**src/design/sssc_map.svh**
```systemverilog
`ifndef SSSC_MAP_SVH
`define SSSC_MAP_SVH
// Sleep state request codes
`define SSSC_REQ_S0 3'h0
`define SSSC_REQ_S3 3'h3
`define SSSC_REQ_S4 3'h4
`define SSSC_REQ_S5 3'h5
`define SSSC_REQ_G3 3'h7
// Memory controller request codes
`define SSSC_MC_UP 2'h0
`define SSSC_MC_PPD 2'h1
`define SSSC_MC_APD 2'h2
`define SSSC_MC_SR 2'h3
`endif

```
**src/design/sssc_pkg.sv**
```systemverilog
package sssc_pkg;
    typedef enum logic [2:0] {
        SSSC_S0 = 3'b000,
        SSSC_S3 = 3'b011,
        SSSC_S4 = 3'b100,
        SSSC_S5 = 3'b101,
        SSSC_G3 = 3'b111
    } sssc_state_t;
    typedef enum logic [1:0] {
        SSSC_MUP = 2'b00,
        SSSC_MPPD = 2'b01,
        SSSC_MAPD = 2'b10,
        SSSC_MSR = 2'b11
    } sssc_mc_t;
endpackage : sssc_pkg

```
**src/design/sssc_ctrl.sv**
```systemverilog
// Notes on behaviour
// - In S3 level one sleep indication asserted, levels two and three inactive.
// - In S4 levels one and two asserted, level three inactive.
// - In S5 all three sleep indications asserted until wake.
// - In S3 memory stays in self-refresh so contents are retained.
// - In S3 external clocks stop; real-time and ring oscillator clocks run.
// - Waking from S5 starts a full boot, not a context resume.
// - In G3 no wake event is recognised.
// - System clocks run in all S0 package states, stop in S3-S5.
// - Memory power-up state drives clock enable high.
// - Precharge power-down closes all banks first, then drops clock enable.
// - Active power-down drops clock enable with a bank still open.
// - Self-refresh drops clock enable so the DRAM refreshes itself.
`timescale 1ns/10ps
`default_nettype none
`include "sssc_map.svh"
module sssc_ctrl
    import sssc_pkg::*;
(
    input wire logic i_ref_clk,
    input wire logic i_rst,
    input wire logic i_sleep_req,
    input wire logic [2:0] i_sleep_state,
    input wire logic i_wake,
    input wire logic i_power_good,
    input wire logic [1:0] i_mc_req,
    input wire logic i_banks_open,
    output logic o_sleep_level_one_ind,
    output logic o_sleep_level_two_ind,
    output logic o_sleep_level_three_ind,
    output logic o_sys_clk_en,
    output logic o_rtc_clk_en,
    output logic o_ring_osc_en,
    output logic o_mem_cke,
    output logic o_mem_self_refresh,
    output logic o_precharge_all,
    output logic o_full_boot,
    output logic o_resume,
    output logic o_run,
    output logic [2:0] o_state
);
    // Wake and power-good pins from the platform pass two flip-flops first
    logic wake_s1_reg;
    logic wake_s2_reg;
    logic pg_s1_reg;
    logic pg_s2_reg;
    always_ff @(posedge i_ref_clk or posedge i_rst) begin
        if (i_rst) begin
            wake_s1_reg <= 1'b0;
            wake_s2_reg <= 1'b0;
            pg_s1_reg <= 1'b0;
            pg_s2_reg <= 1'b0;
        end else begin
            wake_s1_reg <= i_wake;
            wake_s2_reg <= wake_s1_reg;
            pg_s1_reg <= i_power_good;
            pg_s2_reg <= pg_s1_reg;
        end
    end

    sssc_state_t state_reg;
    sssc_state_t state_next;
    sssc_mc_t mc_reg;
    sssc_mc_t mc_next;
    logic from_s5_reg;
    logic from_s5_next;
    logic pend_reg;
    logic pend_next;
    logic boot_reg;
    logic resume_reg;

    // Wake ignored in G3: no power for wake logic
    wire wake_ok = wake_s2_reg && (state_reg != SSSC_G3);
    wire in_s0 = (state_reg == SSSC_S0);
    wire want_ppd = (i_mc_req == `SSSC_MC_PPD);
    // Memory may leave self-refresh only while S0 holds now and next cycle
    wire stay_s0 = in_s0 && (state_next == SSSC_S0);

    // Global state transitions
    always_comb begin
        state_next = state_reg;
        from_s5_next = from_s5_reg;
        pend_next = 1'b0;
        case (state_reg)
            SSSC_S0: begin
                if (i_sleep_req) begin
                    case (i_sleep_state)
                        `SSSC_REQ_S3: state_next = SSSC_S3;
                        `SSSC_REQ_S4: state_next = SSSC_S4;
                        `SSSC_REQ_S5: state_next = SSSC_S5;
                        `SSSC_REQ_G3: state_next = SSSC_G3;
                        default: state_next = SSSC_S0;
                    endcase
                end
            end
            SSSC_S3, SSSC_S4, SSSC_S5: begin
                if (!pg_s2_reg) begin
                    state_next = SSSC_G3;
                    from_s5_next = 1'b1;
                end else if (wake_ok) begin
                    state_next = SSSC_S0;
                    from_s5_next = (state_reg != SSSC_S3);
                    pend_next = 1'b1;
                end
            end
            SSSC_G3: begin
                // Power return always cold-boots; context was lost
                if (pg_s2_reg) begin
                    state_next = SSSC_S0;
                    from_s5_next = 1'b1;
                    pend_next = 1'b1;
                end
            end
            default: state_next = SSSC_G3;
        endcase
    end

    // Memory controller power state; sleep forces self-refresh on the entry edge
    always_comb begin
        mc_next = mc_reg;
        if (!stay_s0) begin
            mc_next = SSSC_MSR;
        end else if (pend_reg) begin
            mc_next = SSSC_MUP;
        end else begin
            case (i_mc_req)
                `SSSC_MC_UP: mc_next = SSSC_MUP;
                `SSSC_MC_PPD: mc_next = i_banks_open ? mc_reg : SSSC_MPPD;
                `SSSC_MC_APD: mc_next = i_banks_open ? SSSC_MAPD : mc_reg;
                `SSSC_MC_SR: mc_next = SSSC_MSR;
                default: mc_next = SSSC_MUP;
            endcase
        end
    end

    always_ff @(posedge i_ref_clk or posedge i_rst) begin
        if (i_rst) begin
            state_reg <= SSSC_G3;
            mc_reg <= SSSC_MSR;
            from_s5_reg <= 1'b1;
            pend_reg <= 1'b0;
        end else begin
            state_reg <= state_next;
            mc_reg <= mc_next;
            from_s5_reg <= from_s5_next;
            pend_reg <= pend_next;
        end
    end

    // One-cycle boot or resume pulse after indications have cleared
    always_ff @(posedge i_ref_clk or posedge i_rst) begin
        if (i_rst) begin
            boot_reg <= 1'b0;
            resume_reg <= 1'b0;
        end else begin
            boot_reg <= pend_reg && from_s5_reg;
            resume_reg <= pend_reg && !from_s5_reg;
        end
    end

    // Indications decoded from the next state so they change with the state
    wire lvl1 = (state_next != SSSC_S0);
    wire lvl2 = (state_next == SSSC_S4) || (state_next == SSSC_S5)
        || (state_next == SSSC_G3);
    wire lvl3 = (state_next == SSSC_S5) || (state_next == SSSC_G3);
    always_ff @(posedge i_ref_clk or posedge i_rst) begin
        if (i_rst) begin
            o_sleep_level_one_ind <= 1'b1;
            o_sleep_level_two_ind <= 1'b1;
            o_sleep_level_three_ind <= 1'b1;
            o_sys_clk_en <= 1'b0;
            o_mem_cke <= 1'b0;
            o_mem_self_refresh <= 1'b1;
            o_precharge_all <= 1'b0;
        end else begin
            o_sleep_level_one_ind <= lvl1;
            o_sleep_level_two_ind <= lvl2;
            o_sleep_level_three_ind <= lvl3;
            o_sys_clk_en <= (state_next == SSSC_S0);
            o_mem_cke <= (mc_next == SSSC_MUP);
            o_mem_self_refresh <= (mc_next == SSSC_MSR);
            o_precharge_all <= stay_s0 && want_ppd && i_banks_open;
        end
    end

    // Real-time clock never gated; ring oscillator runs except in G3
    assign o_rtc_clk_en = 1'b1;
    assign o_ring_osc_en = (state_reg != SSSC_G3);
    assign o_full_boot = boot_reg;
    assign o_resume = resume_reg;
    assign o_run = in_s0 && !pend_reg;
    assign o_state = state_reg;

    // Checks
    s3_ind_a: assert property (@(posedge i_ref_clk) disable iff (i_rst)
        $past(state_reg) == SSSC_S3 && state_reg == SSSC_S3 |->
        o_sleep_level_one_ind && !o_sleep_level_two_ind && !o_sleep_level_three_ind)
        else $error("S3 indications wrong");
    s4_ind_a: assert property (@(posedge i_ref_clk) disable iff (i_rst)
        $past(state_reg) == SSSC_S4 && state_reg == SSSC_S4 |->
        o_sleep_level_one_ind && o_sleep_level_two_ind && !o_sleep_level_three_ind)
        else $error("S4 indications wrong");
    s5_ind_a: assert property (@(posedge i_ref_clk) disable iff (i_rst)
        $past(state_reg) == SSSC_S5 && state_reg == SSSC_S5 |->
        o_sleep_level_one_ind && o_sleep_level_two_ind && o_sleep_level_three_ind)
        else $error("S5 indications wrong");
    s3_refresh_a: assert property (@(posedge i_ref_clk) disable iff (i_rst)
        state_reg == SSSC_S3 |->
        o_mem_self_refresh && !o_mem_cke && o_rtc_clk_en && o_ring_osc_en)
        else $error("S3 memory not retained");
    s5_boot_a: assert property (@(posedge i_ref_clk) disable iff (i_rst)
        state_reg == SSSC_S5 && state_next == SSSC_S0 |-> ##2 o_full_boot && !o_resume)
        else $error("No full boot after S5");
    g3_wake_a: assert property (@(posedge i_ref_clk) disable iff (i_rst)
        state_reg == SSSC_G3 && !pg_s2_reg |=> state_reg == SSSC_G3)
        else $error("Wake taken in G3");
    clk_run_a: assert property (@(posedge i_ref_clk) disable iff (i_rst)
        ##1 (state_reg == SSSC_S0) == o_sys_clk_en)
        else $error("System clock gating wrong");
    cke_up_a: assert property (@(posedge i_ref_clk) disable iff (i_rst)
        ##1 (mc_reg == SSSC_MUP) == o_mem_cke)
        else $error("Clock enable wrong");
    ppd_bank_a: assert property (@(posedge i_ref_clk) disable iff (i_rst)
        in_s0 && mc_reg != SSSC_MPPD && mc_next == SSSC_MPPD |-> !i_banks_open)
        else $error("Precharge power-down with open bank");
    apd_bank_a: assert property (@(posedge i_ref_clk) disable iff (i_rst)
        in_s0 && mc_reg != SSSC_MAPD && mc_next == SSSC_MAPD |-> i_banks_open)
        else $error("Active power-down without open bank");
    wake_clear_a: assert property (@(posedge i_ref_clk) disable iff (i_rst)
        o_run |-> !o_sleep_level_one_ind && !o_sleep_level_two_ind && !o_sleep_level_three_ind)
        else $error("Running with sleep indicated");
    s3_cov: cover property (@(posedge i_ref_clk) disable iff (i_rst)
        state_reg == SSSC_S3 ##1 state_reg == SSSC_S0);
    s5_cov: cover property (@(posedge i_ref_clk) disable iff (i_rst) o_full_boot);
    sr_cov: cover property (@(posedge i_ref_clk) disable iff (i_rst)
        in_s0 && mc_reg == SSSC_MSR);
endmodule : sssc_ctrl
`default_nettype wire

```
**config.mk**
```make
export PLATFORM = sky130hd
export DESIGN_NAME = sssc_ctrl
export DESIGN_NICKNAME = d
export VERILOG_FILES = /design/src/design/sssc_pkg.sv /design/src/design/sssc_ctrl.sv
export VERILOG_INCLUDE_DIRS = /design/src /design/src/design
export SDC_FILE = /design/constraint.sdc
export NUM_CORES = 1
export LEC_CHECK = 0
export ABC_AREA = 1
export CAP_MARGIN = 20
export CORE_MARGIN = 2
export CORE_UTILIZATION = 50
export CTS_CLUSTER_SIZE = 28
export DETAILED_ROUTE_END_ITERATION = 16
export DONT_BUFFER_PORTS = 1
export PLACE_DENSITY = 0.68
export REMOVE_ABC_BUFFERS = 1
export SYNTH_ARGS = -nofsm -noshare
export SYNTH_HDL_FRONTEND = slang
export SYNTH_SLANG_ARGS = --single-unit
```
**constraint.sdc**
```tcl
create_clock -name i_ref_clk -period 1.59 [get_ports i_ref_clk]
set_clock_uncertainty 0.1 [all_clocks]
set_input_delay 0.0795 -clock i_ref_clk [delete_from_list [all_inputs] [get_ports i_ref_clk]]
set_output_delay 0.0795 -clock i_ref_clk [all_outputs]
set_load 0.1 [all_outputs]
```
==> results by stage <==
Drt:
- The average routed wire per standard cell is 13.92 µm.
- The routed wire length is approximately 2.2 mm.
- The via density per instance is around 5.2.
- In the routed design, unresolved DRC markers number 0.
- In this run the remaining antenna-violating nets after routing total 0.
- The detailed-routing iteration count for the pre-antenna-repair pass is 4.
- The routed layout has between 800 and 900 vias.
- After the first detailed-routing iteration, the DRC count stood at 25.

Clock network:
- TritonCTS built the clock tree.
- CTS built an H-tree with a depth of 1.
- The clock passes through at most 2 buffers.
- The count of clock tree sinks is 20.
- For the worst-skew pair, the clock arrives at the later sink with an insertion delay of 0.29 ns.
- The cell chosen for the clock root is clkbuf_4.
- The number of buffers inserted during clock tree synthesis is 3.
- Clock-pin slew was measured on the worst setup and hold paths at 0.10 ns.

Critical path:
- Along the worst path, the maximum fanout reaches 2.
- The cell type of the slowest stage on the worst timing path is dlygate4sd3_1.
- At the worst endpoint, the arrival time is 1.72 ns.
- The setup path with the least slack is of type input port to register.
- The buffer and inverter count on the worst path is 2.
- Traced cell by cell, the critical path runs through dlygate4sd3_1 -> nand2_1 -> dlygate4sd3_1 -> o311ai_0.
- For the worst flop-to-flop path, the logic depth is 8.
- Broken down by cell family, the worst path's largest delay share belongs to buffers and inverters.
- STA classifies the critical path startpoint as an input port.
- The element type at the critical path end is a register.
- STA puts the critical path data required time at 1.64 ns.
- The number of stages on the worst setup path is 4.
- By instance count, the cell type seen most on the critical path is dlygate4sd3_1.
- The largest incremental delay on the critical path is ~0.56 ns.

Die:
- The die outline width is 47.21 µm.
- For this configuration, the core starts out at a cell density of 0.5348.
- The die is approximately 47 µm tall.
- The die covers 0.002228 mm².
- The core region is 0.001745 mm².
- In this run the count of I/O pins placed on the die edge is 26.
- Row generation in the floorplan step produced 15 rows.

Synth:
- The share of the synthesized area in the top cell type is 0.2815.
- The synthesized area divided by synthesized cell count is ~9.5 µm².
- The biggest area consumer among synthesized cells is dfstp_2.
- The register bit total from synthesis is 20.
- The number of unique standard cell types used by synthesis is 22.
- The mapped netlist covers 933.4 µm².
- Yosys printed 0 warnings.
- Yosys attributes the largest share of cell area to dfstp_2 (28%), dfrtp_1 (27%), inv_1 (7.2%), nand2_1 (6.8%), nand3_1 (3.8%).
- Synthesis produced about 100 cells.
- The register area share after synthesis is 0.5496.

Place:
- Detailed placement finished with a half-perimeter wire length of around 1.3 mm.
- The final weighted congestion of routability-driven global placement is 0.8613.
- The placement-stage cell area is 0.001062 mm².
- In this run the tool buffered the top-level ports with 0 buffer cells.

Min path:
- Counting instances, the worst hold path has a depth of 4.
- The worst hold path belongs to the class input port to register.

Layout:
- The register with the most flip-flops in the layout has 3 of them.
- The final layout net count is about 140.
- The most frequent standard cell in the layout excluding fill and tap cells is inv_1.
- The antenna diode count is 0.
- Once layout is done, the placed cells without fillers occupy between 0.001 and 0.0015 mm².
- In the layout the commonest cells are inv_1 (16), buf_4 (13), nand2_1 (11), dlygate4sd3_1 (11).
- In the final layout, the share of cells above drive strength 1 is 0.4504.
- The layout-stage area growth over the synthesis result is 43.70%.

Timing:
- Setup slack on the critical path of the routed design comes to -0.08294 ns.
- Timing would allow up to about 600 MHz.
- The transition time of the tightest slew-check pin is 0.7094 ns.
- The number of endpoints failing setup at the final stage is 6.
- The final count of pins violating max slew is 0.
- On the final layout, the worst hold slack is 0.02919 ns.
- The final-report hold violation count was 0.
- The relative slew slack is 0.5265.
- Dividing the final minimum period by the clock period gives 1.052.
- Setup repair after global routing could not meet its margin everywhere.
- The routed design could run at a clock period as short as 1.673 ns.

Global route:
- The via count of the first global-routing pass is 772.
- The first global-routing pass estimated approximately 3.3 mm of wire.
- The initial antenna violation count is 0.
- For this run, the total global-route usage over all layers was measured as 0.2222.
- The leftover overflow at the end of global routing is 0.
- Entering global routing, the biggest net connects 21 pins.

Run status:
- The flow ran to the end, but the final reports show violations.
- The checks that failed: setup timing.

Job:
- The reported max-cap violation count is 0.
-- stage by stage --
step / instances / TNS [ns] / worst slack (ns) / utilization
2_1_floorplan: 97 / -13.69 / -1.197 / -
3_3_place_gp: 134 / 0 / 0.03111 / 0.6086
3_5_place_dp: 134 / 0 / 0.008504 / 0.6086
4_1_cts: 156 / -0.01420 / -0.01076 / 0.7527
5_1_grt: 156 / -0.7184 / -0.1192 / 0.7685
6_report: 156 / -0.3011 / -0.08294 / 0.7685
-- path summary, 6_finish.rpt --
path,from,to,slack (ns)
max,i_sleep_state[0],o_state[1]$_DFF_PP1_,-0.08
min,i_mc_req[1],mc_reg[1]$_DFF_PP1_,0.03
max reg2reg,o_state[2]$_DFF_PP1_,o_precharge_all$_DFF_PP0_,-0.06
min reg2reg,wake_s1_reg$_DFF_PP0_,wake_s2_reg$_DFF_PP0_,0.26
max in group asynchronous,i_rst,o_full_boot$_DFF_PP0_,0.71
min in group asynchronous,i_rst,o_mem_cke$_DFF_PP0_,0.23
-- layer usage --
layer  GRT usage  part of all wire  vias to the layer above
met1      0.2530              0.38                      393
met4      0.1000             0.029                        0
met5           0                 0                        -
met2      0.3781              0.52                       42
met3     0.07308             0.064                       10
li1            -                 -                      369
-- logic make-up after synthesis --
family	synth area share
buffers and inverters	0.08043
AO/OA/AOI/OAI	0.07373
flip-flops	0.5496
other	0.004018
AND/OR/NAND/NOR	0.2922
-- worst reg2reg max path, stage by stage (launching register included) --
cell     delay [ns]
dfstp_2        0.66
nand2_2        0.12
nand3_2        0.11
nand2_4        0.07
nor2_4         0.14
nand2_4        0.08
nor2_8         0.16
nand3_2        0.08
nor2_2         0.08
-- final cells by class --
cell class / instances / area (µm²)
clock inverters: 1 / 30.03
well taps: 25 / 31.28
repair buffers: 30 / 284.0
clock buffers: 3 / 22.52
flip-flops and latches: 20 / 513.0
multi-input cells: 59 / 390.4
fillers: 109 / 404.1
inverters: 18 / 70.07
-- cell usage after synthesis, drive strengths merged --
master  instances
and2            1
dfrtp          10
a21oi           2
o21ai           4
nor2           15
o22ai           1
conb            1
nand2          21
o311ai          2
nand3           9
nand4           1
o211ai          2
inv            18
buf             1
dfstp          10
-- what timing repair did --
action | 4_1_cts | 5_1_grt
pin swaps | 7 | 7
gates resized for setup | 13 | 7
setup buffers | 7 | 0
hold buffers | 11 | 0
setup endpoints to repair | 3 | 14
hold endpoints to repair | 18 | 0
Power is not shown: default switching activity piles up to over one toggle a cycle in this logic, so the estimate is an artifact.
